[src/hw/att_defs.svh]
// Purpose: offsets, field positions, masks and codes of the alarm, timer and temperature pages
// Assumes: byte-wide registers at their printed addresses
// Notes: reset values are not given for these registers; zero is used throughout
// Operation
// - hours-alarm bit 7 enables hour comparison; 0 disables it
// - hour alarm BCD 1-12 plus pm bit 5, or BCD 0-23; bit 6 unused
// - days alarm: enable bit 7, bit 6 unused, BCD day 1-31 in 5:0
// - weekday alarm: enable bit 7, bits 6:3 unused, weekday 1-7 in 2:0
// - months alarm: enable bit 7, bits 6:5 unused, BCD month 1-12 in 4:0
// - years alarm: enable bit 7, BCD year 0-79 in 6:0
// - countdown value is 16 bits: low byte at 18h, high byte at 19h
// - countdown high byte stored in binary, any value 0 to 255
// - temperature code 0..250 means -60 to +190 degrees, one-degree steps
// - code 60 means zero degrees; code minus 60 gives degrees
// - temperature frozen in a cached copy during any host access
// - host may write temperature only while thermometer is disabled
// - first match of all enabled fields with irq enable sets flag, int low
// - fields with enable bit 0 are left out of the match
`ifndef ATT_DEFS_SVH
`define ATT_DEFS_SVH

`define ATT_OFF_HOURS     8'h12
`define ATT_OFF_DAYS      8'h13
`define ATT_OFF_WEEKDAY   8'h14
`define ATT_OFF_MONTH     8'h15
`define ATT_OFF_YEAR      8'h16
`define ATT_OFF_CNT_LOW   8'h18
`define ATT_OFF_CNT_HIGH  8'h19
`define ATT_OFF_TEMP      8'h20

`define ATT_ENABLE_BIT    7
`define ATT_PM_BIT        5

`define ATT_MASK_HOURS    8'hBF
`define ATT_MASK_DAYS     8'hBF
`define ATT_MASK_WEEKDAY  8'h87
`define ATT_MASK_MONTH    8'h9F
`define ATT_MASK_YEAR     8'hFF
`define ATT_MASK_FIELD    8'h7F

`define ATT_RESET_VALUE   8'h00
`define ATT_TEMP_MAX      8'hFA
`define ATT_TEMP_ZERO_C   8'h3C

`endif

[src/hw/att_pkg.sv]
// Purpose: shared types of the alarm, timer and temperature register block
// Assumes: byte-wide registers
// Notes: calendar fields are BCD as held in the watch page
package att_pkg;

  typedef logic [7:0] att_byte_t;

  typedef struct packed {
    att_byte_t hours;
    att_byte_t days;
    att_byte_t weekday;
    att_byte_t month;
    att_byte_t year;
  } att_cal_t;

endpackage : att_pkg

[src/hw/att_cmp_if.sv]
// Purpose: carries alarm settings and current calendar to the comparator
// Assumes: one clock domain
// Notes: match is registered in the comparator
`timescale 1ns/1ns
`default_nettype none
interface att_cmp_if;
  att_pkg::att_cal_t alarm;
  att_pkg::att_cal_t now;
  logic              any_enabled;
  logic              match;

  modport regs (output alarm, output now, input any_enabled, input match);
  modport cmp  (input alarm, input now, output any_enabled, output match);
endinterface : att_cmp_if
`default_nettype wire

[src/hw/att_regs.sv]
// Purpose: alarm, countdown and temperature registers behind the serial register port
// Assumes: register port and watch counters run on clk; no crossing needed
// Notes: unused bits are dropped on write and so read as zero
`timescale 1ns/1ns
`default_nettype none
`include "att_defs.svh"
module att_regs (
  input  wire logic                clk,
  input  wire logic                reset,
  input  wire logic [7:0]          reg_addr,
  input  wire logic [7:0]          reg_wdata,
  input  wire logic                reg_write,
  input  wire logic                reg_read,
  input  wire logic                reg_access,
  output logic [7:0]               reg_rdata,
  input  wire att_pkg::att_cal_t   now,
  input  wire logic                minsec_match,
  input  wire logic                minsec_enabled,
  input  wire logic                alarm_irq_enable,
  input  wire logic                alarm_flag_clear,
  output logic                     alarm_flag,
  output logic                     int_n,
  output logic [15:0]              countdown_value,
  input  wire logic                therm_enable,
  input  wire logic [7:0]          temp_measured,
  input  wire logic                temp_valid,
  output logic [7:0]               temperature_value,
  output logic signed [8:0]        temperature_celsius
);
  att_pkg::att_cal_t alarm;
  logic [7:0]        countdown_low_byte;
  logic [7:0]        countdown_high_byte;
  logic [7:0]        temp_cache;
  logic              match_seen;
  att_cmp_if         cmp_bus ();

  function automatic logic [7:0] write_mask(input logic [7:0] addr);
    case (addr)
      `ATT_OFF_HOURS:   write_mask = `ATT_MASK_HOURS;
      `ATT_OFF_DAYS:    write_mask = `ATT_MASK_DAYS;
      `ATT_OFF_WEEKDAY: write_mask = `ATT_MASK_WEEKDAY;
      `ATT_OFF_MONTH:   write_mask = `ATT_MASK_MONTH;
      `ATT_OFF_YEAR:    write_mask = `ATT_MASK_YEAR;
      default:          write_mask = 8'hFF;
    endcase
  endfunction : write_mask

  wire logic [7:0] masked_wdata = reg_wdata & write_mask(reg_addr);
  wire logic       wr_hours     = reg_write && reg_addr == `ATT_OFF_HOURS;
  wire logic       wr_days      = reg_write && reg_addr == `ATT_OFF_DAYS;
  wire logic       wr_weekday   = reg_write && reg_addr == `ATT_OFF_WEEKDAY;
  wire logic       wr_month     = reg_write && reg_addr == `ATT_OFF_MONTH;
  wire logic       wr_year      = reg_write && reg_addr == `ATT_OFF_YEAR;
  wire logic       wr_cnt_low   = reg_write && reg_addr == `ATT_OFF_CNT_LOW;
  wire logic       wr_cnt_high  = reg_write && reg_addr == `ATT_OFF_CNT_HIGH;
  wire logic       wr_temp      = reg_write && reg_addr == `ATT_OFF_TEMP &&
                                  !therm_enable;
  // measured codes above the top of the scale are held at the top
  wire logic [7:0] temp_clamped = (temp_measured > `ATT_TEMP_MAX) ?
                                  `ATT_TEMP_MAX : temp_measured;
  wire logic       meas_load    = temp_valid && therm_enable;

  logic [7:0] next_rdata;
  always_comb
  begin
    case (reg_addr)
      `ATT_OFF_HOURS:    next_rdata = alarm.hours;
      `ATT_OFF_DAYS:     next_rdata = alarm.days;
      `ATT_OFF_WEEKDAY:  next_rdata = alarm.weekday;
      `ATT_OFF_MONTH:    next_rdata = alarm.month;
      `ATT_OFF_YEAR:     next_rdata = alarm.year;
      `ATT_OFF_CNT_LOW:  next_rdata = countdown_low_byte;
      `ATT_OFF_CNT_HIGH: next_rdata = countdown_high_byte;
      `ATT_OFF_TEMP:     next_rdata = temp_cache;
      default:           next_rdata = 8'h00;
    endcase
  end

  always_ff @(posedge clk)
  begin
    if (reset)
    begin
      alarm <= '0;
    end
    else
    begin
      if (wr_hours)
        alarm.hours <= masked_wdata;
      if (wr_days)
        alarm.days <= masked_wdata;
      if (wr_weekday)
        alarm.weekday <= masked_wdata;
      if (wr_month)
        alarm.month <= masked_wdata;
      if (wr_year)
        alarm.year <= masked_wdata;
    end
  end

  // no range check on the low byte: a zero written by the host is kept as is
  always_ff @(posedge clk)
  begin
    if (reset)
    begin
      countdown_low_byte  <= `ATT_RESET_VALUE;
      countdown_high_byte <= `ATT_RESET_VALUE;
    end
    else
    begin
      if (wr_cnt_low)
        countdown_low_byte <= reg_wdata;
      if (wr_cnt_high)
        countdown_high_byte <= reg_wdata;
    end
  end

  always_ff @(posedge clk)
  begin
    if (reset)
      countdown_value <= 16'h0000;
    else if (wr_cnt_low)
      countdown_value <= {countdown_high_byte, reg_wdata};
    else if (wr_cnt_high)
      countdown_value <= {reg_wdata, countdown_low_byte};
  end

  // live result keeps updating; only the copy seen by the host is frozen
  always_ff @(posedge clk)
  begin
    if (reset)
      temperature_value <= `ATT_RESET_VALUE;
    else if (meas_load)
      temperature_value <= temp_clamped;
    else if (wr_temp)
      temperature_value <= reg_wdata;
  end

  always_ff @(posedge clk)
  begin
    if (reset)
      temp_cache <= `ATT_RESET_VALUE;
    else if (!reg_access)
      temp_cache <= temperature_value;
  end

  always_ff @(posedge clk)
  begin
    if (reset)
      temperature_celsius <= 9'sh000;
    else
      temperature_celsius <= $signed({1'b0, temperature_value}) -
                             $signed({1'b0, `ATT_TEMP_ZERO_C});
  end

  always_ff @(posedge clk)
  begin
    if (reset)
      reg_rdata <= 8'h00;
    else if (reg_read)
      reg_rdata <= next_rdata;
  end

  assign cmp_bus.alarm = alarm;
  assign cmp_bus.now   = now;

  att_alarm_cmp u_cmp (
    .clk   (clk),
    .reset (reset),
    .cmp   (cmp_bus.cmp)
  );

  // with no field enabled anywhere there is nothing to match
  wire logic full_match = cmp_bus.match && minsec_match &&
                          (cmp_bus.any_enabled || minsec_enabled);
  wire logic match_rise = full_match && !match_seen;
  wire logic flag_set   = match_rise && alarm_irq_enable;
  wire logic next_flag  = flag_set || (alarm_flag && !alarm_flag_clear);   // set beats clear

  always_ff @(posedge clk)
  begin
    if (reset)
    begin
      match_seen <= 1'b0;
      alarm_flag <= 1'b0;
      int_n      <= 1'b1;
    end
    else
    begin
      match_seen <= full_match;
      alarm_flag <= next_flag;
      int_n      <= !next_flag;
    end
  end
endmodule : att_regs
`default_nettype wire

[src/hw/att_alarm_cmp.sv]
// Purpose: compares enabled alarm fields with the current calendar
// Assumes: calendar inputs already in the clock domain
// Notes: one cycle of latency on match
`timescale 1ns/1ns
`default_nettype none
`include "att_defs.svh"
module att_alarm_cmp (
  input  wire logic clk,
  input  wire logic reset,
  att_cmp_if.cmp    cmp
);
  logic [4:0] enables;
  logic [4:0] field_ok;
  logic [7:0] alarm_bytes [5];
  logic [7:0] now_bytes   [5];

  assign alarm_bytes[0] = cmp.alarm.hours;
  assign alarm_bytes[1] = cmp.alarm.days;
  assign alarm_bytes[2] = cmp.alarm.weekday;
  assign alarm_bytes[3] = cmp.alarm.month;
  assign alarm_bytes[4] = cmp.alarm.year;
  assign now_bytes[0]   = cmp.now.hours;
  assign now_bytes[1]   = cmp.now.days;
  assign now_bytes[2]   = cmp.now.weekday;
  assign now_bytes[3]   = cmp.now.month;
  assign now_bytes[4]   = cmp.now.year;

  genvar i;
  generate
    for (i = 0; i < 5; i++)
    begin : g_field
      assign enables[i]  = alarm_bytes[i][`ATT_ENABLE_BIT];
      // pm bit takes part in hour compare, so 12h and 24h both compare 6:0
      assign field_ok[i] = !enables[i] ||
                           ((alarm_bytes[i] & `ATT_MASK_FIELD) ==
                            (now_bytes[i] & `ATT_MASK_FIELD));
    end
  endgenerate

  assign cmp.any_enabled = |enables;

  always_ff @(posedge clk)
  begin
    if (reset)
      cmp.match <= 1'b0;
    else
      cmp.match <= &field_ok;
  end
endmodule : att_alarm_cmp
`default_nettype wire

[config.mk]
export PLATFORM = sky130hd
export DESIGN_NAME = att_regs
export DESIGN_NICKNAME = d
export VERILOG_FILES = /design/src/hw/att_pkg.sv /design/src/hw/att_cmp_if.sv /design/src/hw/att_regs.sv /design/src/hw/att_alarm_cmp.sv
export VERILOG_INCLUDE_DIRS = /design/src /design/src/hw
export SDC_FILE = /design/constraint.sdc
export NUM_CORES = 1
export LEC_CHECK = 0
export BUFFER_PORTS_ARGS = -buffer_cell sky130_fd_sc_hd__buf_2
export CORE_ASPECT_RATIO = 1.25
export CORE_UTILIZATION = 26
export CTS_CLUSTER_DIAMETER = 150
export DETAILED_ROUTE_END_ITERATION = 12
export SYNTH_ARGS = -nofsm -noshare
export SYNTH_HDL_FRONTEND = slang
export SYNTH_SLANG_ARGS = --single-unit
[constraint.sdc]
create_clock -name clk -period 2.5 [get_ports clk]
set_input_delay 0 -clock clk [delete_from_list [all_inputs] [get_ports clk]]
set_output_delay 0 -clock clk [all_outputs]
set_load 0.005 [all_outputs]
======== After elaboration in Yosys (flattened, before gate mapping) ========
Cells that the tools add are included.
storage, ports and cells
  output and inout port bits .............. 43
  input bits .............................. 75
  word-level logic and storage cells ...... 75
  bits in registers ....................... 109
operators by class
  mux-type cells .......................... 7
  eq/ne operators ......................... 13
  reduce and logical (&&, ||, !) cells .... 36
  magnitude comparators ................... 1
  bitwise gates (word level) .............. 1
  $add $sub $neg .......................... 1
operators with widths
  operator                                              number
  case mux 8 bit (8 select lines)                       1
  == test 8 x 5 -> 1 bit, second input constant         7
  == test 7 bit                                         5
  2-to-1 mux 16 bit                                     2
  2-to-1 mux 8 bit                                      3
  case mux 7 bit (3 select lines)                       1
  logical AND 1 bit                                     15
  logical NOT 1 bit                                     9
  subtractor 8 x 6 -> 9 bit, second input constant      1
  AND 8 bit                                             1
  == test 8 x 6 -> 1 bit, second input constant         1
  greater-than comparator 8 bit, second input constant  1
  logical OR 1 bit                                      7
  AND reduction 5 bit                                   1
  OR reduction 5 bit                                    1
  nonzero test 2 bit                                    2
  OR reduction 2 bit                                    1

======== Longest topological paths before layout ========
Gate-level depths: netlist of run 1.
  depth after elaboration ................. 7
  mapped depth ............................ 6
  gate-level depth less buffers ........... 5

======== Modules after synthesis ========
A second synthesis of run 1 with hierarchy kept.
second synthesis, totals
  cell total of the unflattened synthesis .. 581
  area, all modules ....................... 5,078.6 µm²
modules (own cells, without submodules)
  module         area each (µm²)  seq. area each (µm²)  cells an instance  times used
  att_regs       4,640.7          2,162.1               530                1
  att_alarm_cmp  437.9            20.0                  51                 1

======== Worst setup path before layout of run 1 ========
OpenSTA, ideal clock, no wires.
  kind .................................... reg-to-reg
  from .................................... reg alarm[23] (netlist name)
  to ...................................... reg alarm_flag
  slack ................................... 1,119 ps
  clock period less this slack ............ 1,381 ps
  library setup time ...................... 118 ps
  path buffers ............................ 0
  arrival time ............................ 1,263 ps
  data required time ...................... 2,382 ps
  cell stages (with the launch flop) ...... 6
  cells stage by stage .................... dfxtp_1 > or4_1 > nor3_1 > nor3_1 > a32oi_1 > inv_1
on the way
  word-level cells in the longest chain between the ends .. 6
ends and longest elaborated chain
  what                  line                 RTL
  OR reduction 5 bit    att_alarm_cmp.sv:40  assign cmp.any_enabled = |enables;
  logical OR 1 bit      att_regs.sv:174      (cmp_bus.any_enabled || minsec_enabled);
  logical AND 1 bit     att_regs.sv:173      wire logic full_match = cmp_bus.match && minsec_match &&
  logical AND 1 bit     att_regs.sv:175      wire logic match_rise = full_match && !match_seen;
  logical AND 1 bit     att_regs.sv:176      wire logic flag_set = match_rise && alarm_irq_enable;
  logical OR 1 bit      att_regs.sv:177      wire logic next_flag = flag_set || (alarm_flag && !alarm_flag_clear);
  to (signal assigned)  att_regs.sv:190      alarm_flag <= next_flag;
  to (decl)             att_regs.sv:21       output logic alarm_flag,
Every way passes these cells.
A chain may end at the register's enable or synchronous reset.

======== Worst setup path in the final report of run 1 ========
  from .................................... reg alarm[23] (netlist name)
  to ...................................... reg alarm_flag
on the way
  word-level cells in the longest chain between the ends .. 6
ends and longest elaborated chain
  what                line
  OR reduction 5 bit  att_alarm_cmp.sv:40
  logical OR 1 bit    att_regs.sv:174
  logical AND 1 bit   att_regs.sv:173
  logical AND 1 bit   att_regs.sv:175
  logical AND 1 bit   att_regs.sv:176
  logical OR 1 bit    att_regs.sv:177
Every way passes these cells.

==> impl_metrics.csv, run 1 <==
group,metric,value,unit
outcome,status,"completed",
detailed_routing,vias,4600,
setup_path,crit_top_cell,"nor3_1",
power,maximum_ir_drop_on_the_vdd_rail,0.345,mV
power,power.clock.fraction,0.409,
flow_run,maxCapViolations,0,
setup_path,critical_path.slowest_cell,"dlygate4sd3_1",
clock_network,clkSlewWorstSetupHoldPaths,0.08,ns
setup_path,timing.critical_path.fanout_max,4,
global_routing,gr-usage-all-layers,0.164,
setup_path,timing.setup.critical_path_class,"register to register",
placed_design,place_congestion,0.833,
detailed_routing,vias_per_cell,4.81,
placed_design,dpl-instance-area,0.00586,mm2
global_routing,busiest_layer,"met2",
sta,setup_viol,0,
sta,setup_tns,0,ns
die,design.die.area,0.0201,mm2
placed_design,port_buffers,112,
sta,final_min_period_over_clock_period,0.832,
detailed_routing,wl,16000,um
global_routing,grt_util_met2,0.283,
setup_path,timing.reg2reg.setup_slack,0.42,ns
synthesis,syn_area_per_cell,8.72,um2
sta,slew_violations,0,
synthesis,synth_sequential_area_ratio,0.429,
clock_network,clock_path_buffers,2,
detailed_routing,drc_errors,0,
worst_hold_path,worst_hold_path.endpoint,"temperature_value[5]$_SDFFE_PP0P_",
power,p_seq_frac,0.498,
sta,fmaxAchievable,481,MHz
detailed_routing,final_antenna_net_count,0,
clock_network,cts_hold_repair.buffers,16,
clock_network,cts_made_buffers,9,
synthesis,number_of_synthesized_flops_with_an_enable_pin,0,
power,totalPowerFinal,3.58,mW
setup_path,start_kind,"register",
cells_and_area,flow.area_growth_from_synthesis,24.4,%
synthesis,synth.ff_latch_count,109,
setup_path,crit_path_cell_trace,"or4_1, nor3_1, nor3_1, a32oi_1, dlygate4sd3_1, inv_1",
sta,setup_ws,0.419,ns
synthesis,synth-async-reset-ratio,0,
clock_network,cts_setup_buffers,0,
cells_and_area,drive_above_1_share,0.212,
detailed_routing,detailedRoute.firstIterationViolations,378,
die,initial_core_util,0.268,
clock_network,tritoncts,"yes",
clock_network,cts_root_buf,"clkbuf_16",
clock_network,clkLatencyLatePin,0.36,ns
worst_hold_path,holdCritStartpoint,"temp_valid",
synthesis,synth_top_flop_cell,"dfxtp_1",
power,powerDensity,566,mW/mm2
synthesis,synthesis.yosys.warnings,0,
clock_network,cts-resized-gates,0,
die,dieWidth,127,um
global_routing,grt_max_degree,34,
setup_path,timing.critical_path.required,2.77,ns
global_routing,grt_first_pass_wirelength,24600,um
clock_network,cts_max_level,3,
die,top_level_ports,118,
cells_and_area,layoutNonFillerInstCount,956,
synthesis,post-synth-top-area-cell,"dfxtp_1",
placed_design,dp.final_hpwl,11700,um
global_routing,antenna_found_initial,2,
setup_path,r2r_start,"alarm[23]$_SDFFE_PP0P_",
power,leakage,2.43,nW
global_routing,globalRouteMet1Util,0.204,
sta,grt_setup_unrepaired,"no",
worst_hold_path,worst_hold_path_type,"input port to register",
sta,finalClockSkew,0.00888,ns
synthesis,synth_cell_types,52,
sta,timing_hold_violations_final,0,
global_routing,grt_util_met3,0.0397,
cells_and_area,finalNetCount,765,
synthesis,yosys-top-cells-area,"dfxtp_1 (43%), mux2i_1 (10%), nand2_1 (5.8%)",
detailed_routing,detail_route.first_pass.iterations,5,
sta,worst_margin_pin_slew,0.659,ns
cells_and_area,finish.instance_area,0.00633,mm2
die,floorplan.core_area,0.0190,mm2
placed_design,post-place-ws,0.641,ns
clock_network,cts_sinks,109,
setup_path,critPathCaptureType,"register",
synthesis,syn_area,0.00508,mm2
power,switch_share,0.250,
synthesis,post-synth-top-area-fraction,0.429,
synthesis,synth_common_cells,"dfxtp_1 (109), nand2_1 (79), nor2_1 (62)",
global_routing,globalRouteOverflowTotal,0,
power,pwr-share-comb,0.093,
power,total_switching_power,896,uW
die,rows,56,
synthesis,syn_nets,659,
synthesis,syn_inst,583,
sta,finalWorstPathRequiredPeriod,2.08,ns
setup_path,worst_r2r_endpoint,"alarm_flag$_SDFF_PP0_",
setup_path,critical_path_arrival,2.35,ns
detailed_routing,wl_per_cell,16.7,um
setup_path,max_stage_delay,0.59,ns
power,internal_power,2.69,mW
sta,slew_headroom,0.561,
global_routing,via_count_of_the_first_global_routing_pass,4394,
die,chipHeight,158,um
placed_design,dp_cells,923,
synthesis,synth_most_common_cell,"dfxtp_1",
worst_hold_path,hold_depth,3,
setup_path,reg2regPathDepth,6,
cells by family after synthesis:
kind of cell | Yosys count | synth area share
compound gates | 120 | 0.157
xor+xnor | 40 | 0.0689
fa+ha+maj | 1 | 0.00246
buf+inv | 44 | 0.0376
flops | 109 | 0.429
mux | 52 | 0.102
simple gates | 217 | 0.202
registers in the layout (all words and copies together) (netlist names):
name and count:
countdown_value 16, reg_rdata 8, alarm 40, match_seen 1, countdown_high_byte 8, int_n 1
temp_cache 8, alarm_flag 1, temperature_value 8, temperature_celsius 9, countdown_low_byte 8, u_cmp.cmp.match 1
power groups by stage:
stage | combinational (mW) | clock (mW) | sequential [mW]
after floorplan | 0.173 | 0 | 1.82
after global placement | 0.313 | 0 | 1.83
after detailed placement | 0.315 | 0 | 1.83
after CTS | 0.334 | 1.49 | 1.79
after global routing | 0.364 | 1.57 | 1.79
final | 0.333 | 1.46 | 1.78
cell type report:
class,count,area [um2]
Timing Repair Buffer,136,793
Tap cell,261,327
Inverter,3,11.3
Clock buffer,9,225
Fill cell,1996,12700
Antenna cell,1,2.50
Clock inverter,7,75.1
Multi-Input combinational cell,430,2710
Sequential cell,109,2180
placed cells by master, fill, tap and decap left out, drive strengths merged, types with 4 or more instances in the layout:
cell type | netlist | layout
buf | 19 | 120
nor3b | 5 | 5
nand4 | 10 | 10
o41ai | 4 | 4
a21oi | 52 | 52
and3 | 4 | 4
nor2 | 65 | 65
xor2 | 18 | 18
a31oi | 9 | 9
a211oi | 17 | 17
a22o | 8 | 8
dlygate4sd3 | 0 | 16
mux2i | 52 | 52
dfxtp | 109 | 109
o22ai | 8 | 8
nand2 | 80 | 80
nor2b | 7 | 7
a311oi | 7 | 7
clkbuf | 22 | 9
o211ai | 4 | 4
xnor2 | 22 | 22
nand3 | 30 | 30
and2 | 5 | 5
metal layers:
metal | routed length [um] | up-vias
li1 | - | 2276
met1 | 6830 | 2145
met2 | 7830 | 163
met3 | 1070 | 16
met4 | 266 | 0
met5 | 0 | -
critical path: cells and delay by family, from the launching register on:
family | cells | cell delay (ns)
simple gates | 3 | 0.79
buf+inv | 2 | 0.63
compound gates | 1 | 0.21
flops | 1 | 0.35
metrics by stage:
step | hold WS [ns] | util
2_1_floorplan | 0.130 | -
3_3_place_gp | 0.248 | 0.309
3_5_place_dp | 0.250 | 0.309
4_1_cts | 0.00131 | 0.333
5_1_grt | 0.00443 | 0.333
6_report | 0.00504 | 0.333
worst max-delay path by stage:
stage	slack, ns	end	startpoint	cells after the start
final	0.42	alarm_flag$_SDFF_PP0_	alarm[23]$_SDFFE_PP0P_	6
after global routing	0.34	alarm_flag$_SDFF_PP0_	alarm[23]$_SDFFE_PP0P_	6
after CTS	0.45	alarm_flag$_SDFF_PP0_	alarm[23]$_SDFFE_PP0P_	6
after detailed placement	0.64	temperature_value[1]$_SDFFE_PP0P_	reg_addr[7]	6
after global placement	0.69	temperature_value[6]$_SDFFE_PP0P_	reg_addr[7]	6
after floorplan	1.12	alarm_flag$_SDFF_PP0_	alarm[23]$_SDFFE_PP0P_	5
No activity file was read; power rests on OpenSTA's default activity.
==> inputs of run 2 (changes only) <==
clock period = 1.8 ns   (was 2.5 ns; I/O delays follow)
==> impl_metrics.csv, run 2 (same netlist as run 1, synthesis figures left out) <==
group,metric,value,unit
outcome,status,"completed",
cells_and_area,flow.area_growth_from_synthesis,26.3,%
global_routing,grt_util_met2,0.291,
die,floorplan.core_area,0.0190,mm2
placed_design,dp.final_hpwl,11900,um
placed_design,dpl-instance-area,0.00598,mm2
clock_network,clock_path_buffers,2,
power,leakage,2.51,nW
die,design.die.area,0.0201,mm2
sta,worst_margin_pin_slew,0.494,ns
sta,timing_hold_violations_final,0,
setup_path,timing.setup.critical_path_class,"register to register",
die,rows,56,
clock_network,clkSlewWorstSetupHoldPaths,0.07,ns
setup_path,critPathCaptureType,"register",
detailed_routing,detail_route.first_pass.iterations,4,
sta,setup_viol,0,
global_routing,globalRouteMet1Util,0.203,
sta,slew_violations,0,
sta,finalWorstPathRequiredPeriod,1.51,ns
setup_path,crit_buf_inv,1,
placed_design,port_buffers,112,
global_routing,grt_util_met3,0.0370,
die,initial_core_util,0.268,
clock_network,cts-resized-gates,0,
setup_path,max_stage_delay,0.52,ns
global_routing,antenna_found_initial,1,
cells_and_area,most_frequent_standard_cell_in_the_layout_excluding_fill_and_tap_cells,"buf_2",
sta,setup_ws,0.294,ns
cells_and_area,finish.instance_area,0.00642,mm2
die,dieWidth,127,um
detailed_routing,vias,4631,
die,chipHeight,158,um
worst_hold_path,worst_hold_path_type,"input port to register",
cells_and_area,n_antenna_cell,0,
clock_network,cts_root_buf,"clkbuf_16",
setup_path,timing.critical_path.fanout_max,4,
global_routing,globalRouteOverflowTotal,0,
sta,grt_setup_unrepaired,"no",
detailed_routing,wl_per_cell,16.8,um
power,switch_share,0.244,
placed_design,place_congestion,0.821,
cells_and_area,flip_flop_count_of_the_largest_register_all_copies_and_words_added,40,
setup_path,start_kind,"register",
setup_path,crit_top_cell,"nor3_1",
sta,slew_headroom,0.669,
cells_and_area,registers.top_by_ff_count,"alarm",
sta,setup_tns,0,ns
detailed_routing,wl,16300,um
setup_path,critical_path_arrival,1.76,ns
detailed_routing,detailedRoute.firstIterationViolations,316,
power,powerDensity,778,mW/mm2
global_routing,grt_first_pass_wirelength,25000,um
sta,fmaxAchievable,664,MHz
setup_path,top_cell_family_by_delay_on_the_critical_path,"simple AND/OR/NAND/NOR gates",
clock_network,cts_sinks,109,
die,top_level_ports,118,
power,maximum_ir_drop_on_the_vdd_rail,0.411,mV
cells_and_area,layout_top_registers,"alarm (40), countdown_value (16), temperature_celsius (9)",
cells_and_area,top_library_cells_by_usage_in_the_layout_fill_and_taps_aside,"buf_2 (112), dfxtp_1 (109), nand2_1 (79)",
power,power.clock.fraction,0.409,
sta,final_min_period_over_clock_period,0.837,
clock_network,cts_max_level,3,
sta,finalClockSkew,0.00693,ns
power,internal_power,3.77,mW
clock_network,cts_made_buffers,9,
global_routing,gr-usage-all-layers,0.166,
cells_and_area,drive_above_1_share,0.230,
power,p_seq_frac,0.495,
global_routing,busiest_layer,"met2",
cells_and_area,final_core_util,0.338,
flow_run,maxCapViolations,0,
cells_and_area,finalNetCount,780,
detailed_routing,vias_per_cell,4.77,
global_routing,grt_max_degree,47,
power,pwr-share-comb,0.096,
setup_path,critical_path.slowest_cell,"or4_1",
placed_design,post-place-ws,0.275,ns
clock_network,clkLatencyLatePin,0.36,ns
global_routing,via_count_of_the_first_global_routing_pass,4476,
setup_path,timing.critical_path.required,2.05,ns
setup_path,crit_path_cell_trace,"or4_1, nor3_1, nor3_1, a32oi_1, inv_1",
clock_network,tritoncts,"yes",
power,total_switching_power,1.22,mW
detailed_routing,drc_errors,0,
detailed_routing,final_antenna_net_count,0,
==> run 2: cell types whose count changed in the layout (fill, tap and decap cells not counted), sizes merged <==
cell	previous run	this run
clkinv	3	2
buf	120	137
clkinvlp	3	2
diode	1	0
dlygate4sd3	16	14
clkbuf	9	11
==> run 2: metrics by stage <==
| step | power, mW | hold WS [ns] | cells |
|---|---|---|---|
| 4_1_cts | 5.04 | 0.00503 | 970 |
| 6_report | 5.00 | 0.0159 | 970 |
| 5_1_grt | 5.17 | 0.0101 | 970 |
| 3_3_place_gp | 2.98 | 0.250 | 940 |
| 3_5_place_dp | 2.99 | 0.245 | 940 |
| 2_1_floorplan | 2.77 | 0.130 | 583 |
==> run 2: layout make-up <==
class                      count  area, um2
timing repair buffer         151        888
clock buffer                  11        243
sequential                   109       2180
multi-input combinational    430       2710
tap                          261        327
inverter                       3       11.3
fill                        2033      12600
clock inverter                 5       58.8
==> run 2: worst register-to-register path: cells and delay by family (launching register included) <==
family	cells	cell delay (ns)
buffers and inverters	1	0.06
AOI/OAI and AO/OA	1	0.25
DFF	1	0.34
and+or+nand+nor	3	0.77
==> run 2: worst paths after layout <==
kind                              start                endpoint  slack [ns]  cells after the start
max              alarm[23]$_SDFFE_PP0P_   alarm_flag$_SDFF_PP0_        0.29                      5
min                        reg_wdata[3]  alarm[27]$_SDFFE_PP0P_        0.02                      3
max reg2reg      alarm[23]$_SDFFE_PP0P_   alarm_flag$_SDFF_PP0_        0.29                      5
min reg2reg  u_cmp.cmp.match$_SDFF_PP0_   match_seen$_SDFF_PP0_        0.44                      2
==> run 2: power groups by stage <==
stage / Combinational (mW) / Clock [mW] / Sequential [mW]
detailed placement: 0.458 / 0 / 2.53
floorplan: 0.240 / 0 / 2.53
global placement: 0.452 / 0 / 2.53
finish: 0.479 / 2.04 / 2.47
global route: 0.522 / 2.17 / 2.48
CTS: 0.483 / 2.09 / 2.47
==> run 2: metal layers <==
layer / wire length [um] / share of wire
met1: 7110 / 0.44
met2: 8060 / 0.49
met3: 823 / 0.050
met4: 310 / 0.019
met5: 0 / 0
==> run 2: what timing repair did <==
action,in CTS,in global routing
endpoints found under the hold margin,19,0
setup buffers,0,0
hold buffers,14,0
==> inputs of run 3 (changes only) <==
ABC_AREA = 1   (was unset)
clock period = 1.3 ns   (was 1.8 ns; I/O delays follow)
==> impl_metrics.csv, run 3 <==
group,metric,value,unit
die,initial_core_util,0.268,
power,leakage,2.97,nW
cells_and_area,most_frequent_standard_cell_in_the_layout_excluding_fill_and_tap_cells,"nand2_1",
global_routing,globalRouteOverflowTotal,0,
synthesis,post-synth-top-area-cell,"dfxtp_1",
detailed_routing,vias_per_cell,4.53,
power,maximum_ir_drop_on_the_vdd_rail,0.652,mV
die,floorplan.core_area,0.0195,mm2
clock_network,cts_sinks,109,
clock_network,clkSlewWorstSetupHoldPaths,0.08,ns
cells_and_area,finish.instance_area,0.00664,mm2
synthesis,synth_sequential_area_ratio,0.417,
synthesis,synth_most_common_cell,"nand2_1",
clock_network,clock_path_buffers,2,
clock_network,clkLatencyLatePin,0.37,ns
synthesis,syn_area_per_cell,7.21,um2
setup_path,critical_path.slowest_cell,"dfxtp_1",
synthesis,syn_inst,725,
detailed_routing,drc_errors,0,
clock_network,cts_root_buf,"clkbuf_16",
cells_and_area,flow.area_growth_from_synthesis,26.9,%
sta,fmaxAchievable,849,MHz
setup_path,crit_path_cell_trace,"xor2_1, nor2_1, nand2_1, nor2_2, nor2_1, nor2_1, nand2_1, nor2_1",
placed_design,dp.final_hpwl,12700,um
synthesis,syn_nets,801,
sta,timing_hold_violations_final,1,
global_routing,grt_first_pass_wirelength,26500,um
synthesis,synth-async-reset-ratio,0,
detailed_routing,wl_per_cell,14.8,um
cells_and_area,area.sequential,0.00219,mm2
cells_and_area,registers.top_by_ff_count,"alarm",
global_routing,antenna_found_initial,2,
placed_design,place_congestion,0.842,
cells_and_area,multiInputGateArea,0.00267,mm2
setup_path,critPathCaptureType,"register",
flow_run,maxCapViolations,0,
detailed_routing,final_antenna_net_count,0,
global_routing,gr-usage-all-layers,0.169,
setup_path,critical_path_arrival,1.48,ns
cells_and_area,layoutNonFillerInstCount,1124,
cells_and_area,nFillCells,2200,
clock_network,cts_made_buffers,9,
global_routing,via_count_of_the_first_global_routing_pass,4892,
setup_path,timing.setup.critical_path_class,"register to register",
outcome,violations,"hold timing",
die,dieWidth,129,um
synthesis,syn_area,0.00523,mm2
outcome,status,"finished, violations left",
synthesis,synth_cell_types,35,
synthesis,synth_top_flop_cell,"dfxtp_1",
cells_and_area,drive_above_1_share,0.232,
die,design.die.area,0.0207,mm2
detailed_routing,detailedRoute.firstIterationViolations,426,
sta,timing.hold.ws,-0.000650,ns
detailed_routing,vias,5094,
synthesis,number_of_synthesized_flops_with_an_enable_pin,0,
die,chipHeight,161,um
sta,grt_setup_unrepaired,"yes",
sta,finalWorstPathRequiredPeriod,1.18,ns
setup_path,max_stage_delay,0.36,ns
synthesis,synthesis.yosys.warnings,0,
setup_path,start_kind,"register",
detailed_routing,detail_route.first_pass.iterations,5,
die,top_level_ports,118,
clock_network,cts_setup_buffers,0,
cells_and_area,finalNetCount,929,
sta,setup_viol,0,
placed_design,port_buffers,112,
clock_network,tritoncts,"yes",
placed_design,dp_cells,1098,
global_routing,grt_max_degree,59,
sta,slew_violations,0,
setup_path,timing.critical_path.required,1.60,ns
sta,finalClockSkew,0.00658,ns
cells_and_area,top_library_cells_by_usage_in_the_layout_fill_and_taps_aside,"nand2_1 (157), buf_2 (112), dfxtp_1 (105)",
placed_design,dpl-instance-area,0.00624,mm2
clock_network,cts_max_level,3,
synthesis,synth_common_cells,"nand2_1 (157), dfxtp_1 (109), nor2_1 (82)",
die,rows,57,
sta,final_min_period_over_clock_period,0.906,
cells_and_area,final_core_util,0.340,
detailed_routing,wl,16700,um
setup_path,crit_top_cell,"nor2_1",
cells_and_area,flip_flop_count_of_the_largest_register_all_copies_and_words_added,40,
setup_path,timing.critical_path.fanout_max,3,
sta,setup_tns,0,ns
cells_and_area,layout_top_registers,"alarm (40), countdown_value (16), temperature_celsius (9)",
worst_hold_path,worst_hold_path_type,"input port to register",
synthesis,post-synth-top-area-fraction,0.417,
power,powerDensity,1040,mW/mm2
sta,slew_headroom,0.627,
synthesis,yosys-top-cells-area,"dfxtp_1 (42%), nand2_1 (11%), nand3_1 (6.6%)",
sta,worst_margin_pin_slew,0.559,ns
synthesis,synth.ff_latch_count,109,
## run 3: cell types whose count changed after synthesis, sizes merged, moves of 26 or more
| cell | delta |
|---|---|
| nor2 | +26 |
| nand2 | +86 |
| o21ai | +65 |
| nand3 | +44 |
| mux2i | -52 |
| inv | +56 |
## run 3: area by class of cell
type | count | area share
multi-input cells | 529 | 0.402
flip-flops and latches | 109 | 0.330
repair buffers | 145 | 0.140
well taps | 265 | 0.0500
clock buffers | 9 | 0.0339
inverters | 59 | 0.0338
clock inverters | 7 | 0.0102
diodes | 1 | 0.000377
## run 3: critical path, delay by kind of cell, from the launching register on
| family | cells | cell delay, ns |
|---|---|---|
| AND/OR/NAND/NOR | 7 | 0.57 |
| flip-flops | 1 | 0.36 |
| XOR/XNOR | 1 | 0.17 |
## run 3: kinds of logic (layout without fill, tap and decap cells)
group,Yosys count,count (layout),synth area share
simple gates,351,351,0.310
xor+xnor,30,30,0.0503
compound gates,147,147,0.146
other cells,0,1,0
fa+ha+maj,1,1,0.00239
buf+inv,87,220,0.0740
flops,109,109,0.417
## run 3: where the power goes
| part | leakage [nW] | total (mW) | switching (mW) | internal [mW] |
|---|---|---|---|---|
| Combinational | 1.95 | 0.680 | 0.404 | 0.276 |
| Sequential | 0.886 | 3.43 | 0.0395 | 3.40 |
| Clock | 0.140 | 2.78 | 1.43 | 1.35 |
| Total | 2.97 | 6.89 | 1.87 | 5.02 |
## run 3: through the flow
step	total power, mW	setup WS, ns
after floorplan	3.83	0.283
after global placement	4.17	-0.00726
after detailed placement	4.18	0.00395
after CTS	6.93	0.00804
after global routing	7.14	-0.00453
final	6.89	0.122
## run 3: worst paths after layout
kind              slack, ns                 startpoint  cells after the start                                   to
hold / removal      -0.0007               reg_wdata[5]                      3  countdown_high_byte[5]$_SDFFE_PP0P_
setup / recovery       0.12      alarm[0]$_SDFFE_PP0P_                      8           u_cmp.cmp.match$_SDFF_PP0_
setup reg to reg       0.12      alarm[0]$_SDFFE_PP0P_                      8           u_cmp.cmp.match$_SDFF_PP0_
hold reg to reg        0.47  reg_rdata[3]$_SDFFE_PP0P_                      2            reg_rdata[3]$_SDFFE_PP0P_
## run 3: layer usage
layer  vias up  share of wire  GRT usage
met5         -              0          0
met4         0          0.031     0.0840
met3        25          0.055     0.0273
met2       140           0.48      0.283
met1      2294           0.44      0.210
li1       2635              -          -
## run 3: what timing repair did
action	4_1_cts	5_1_grt
hold buffers	9	0
gates resized for setup	0	9
setup endpoints to repair	0	2
hold endpoints to repair	20	0
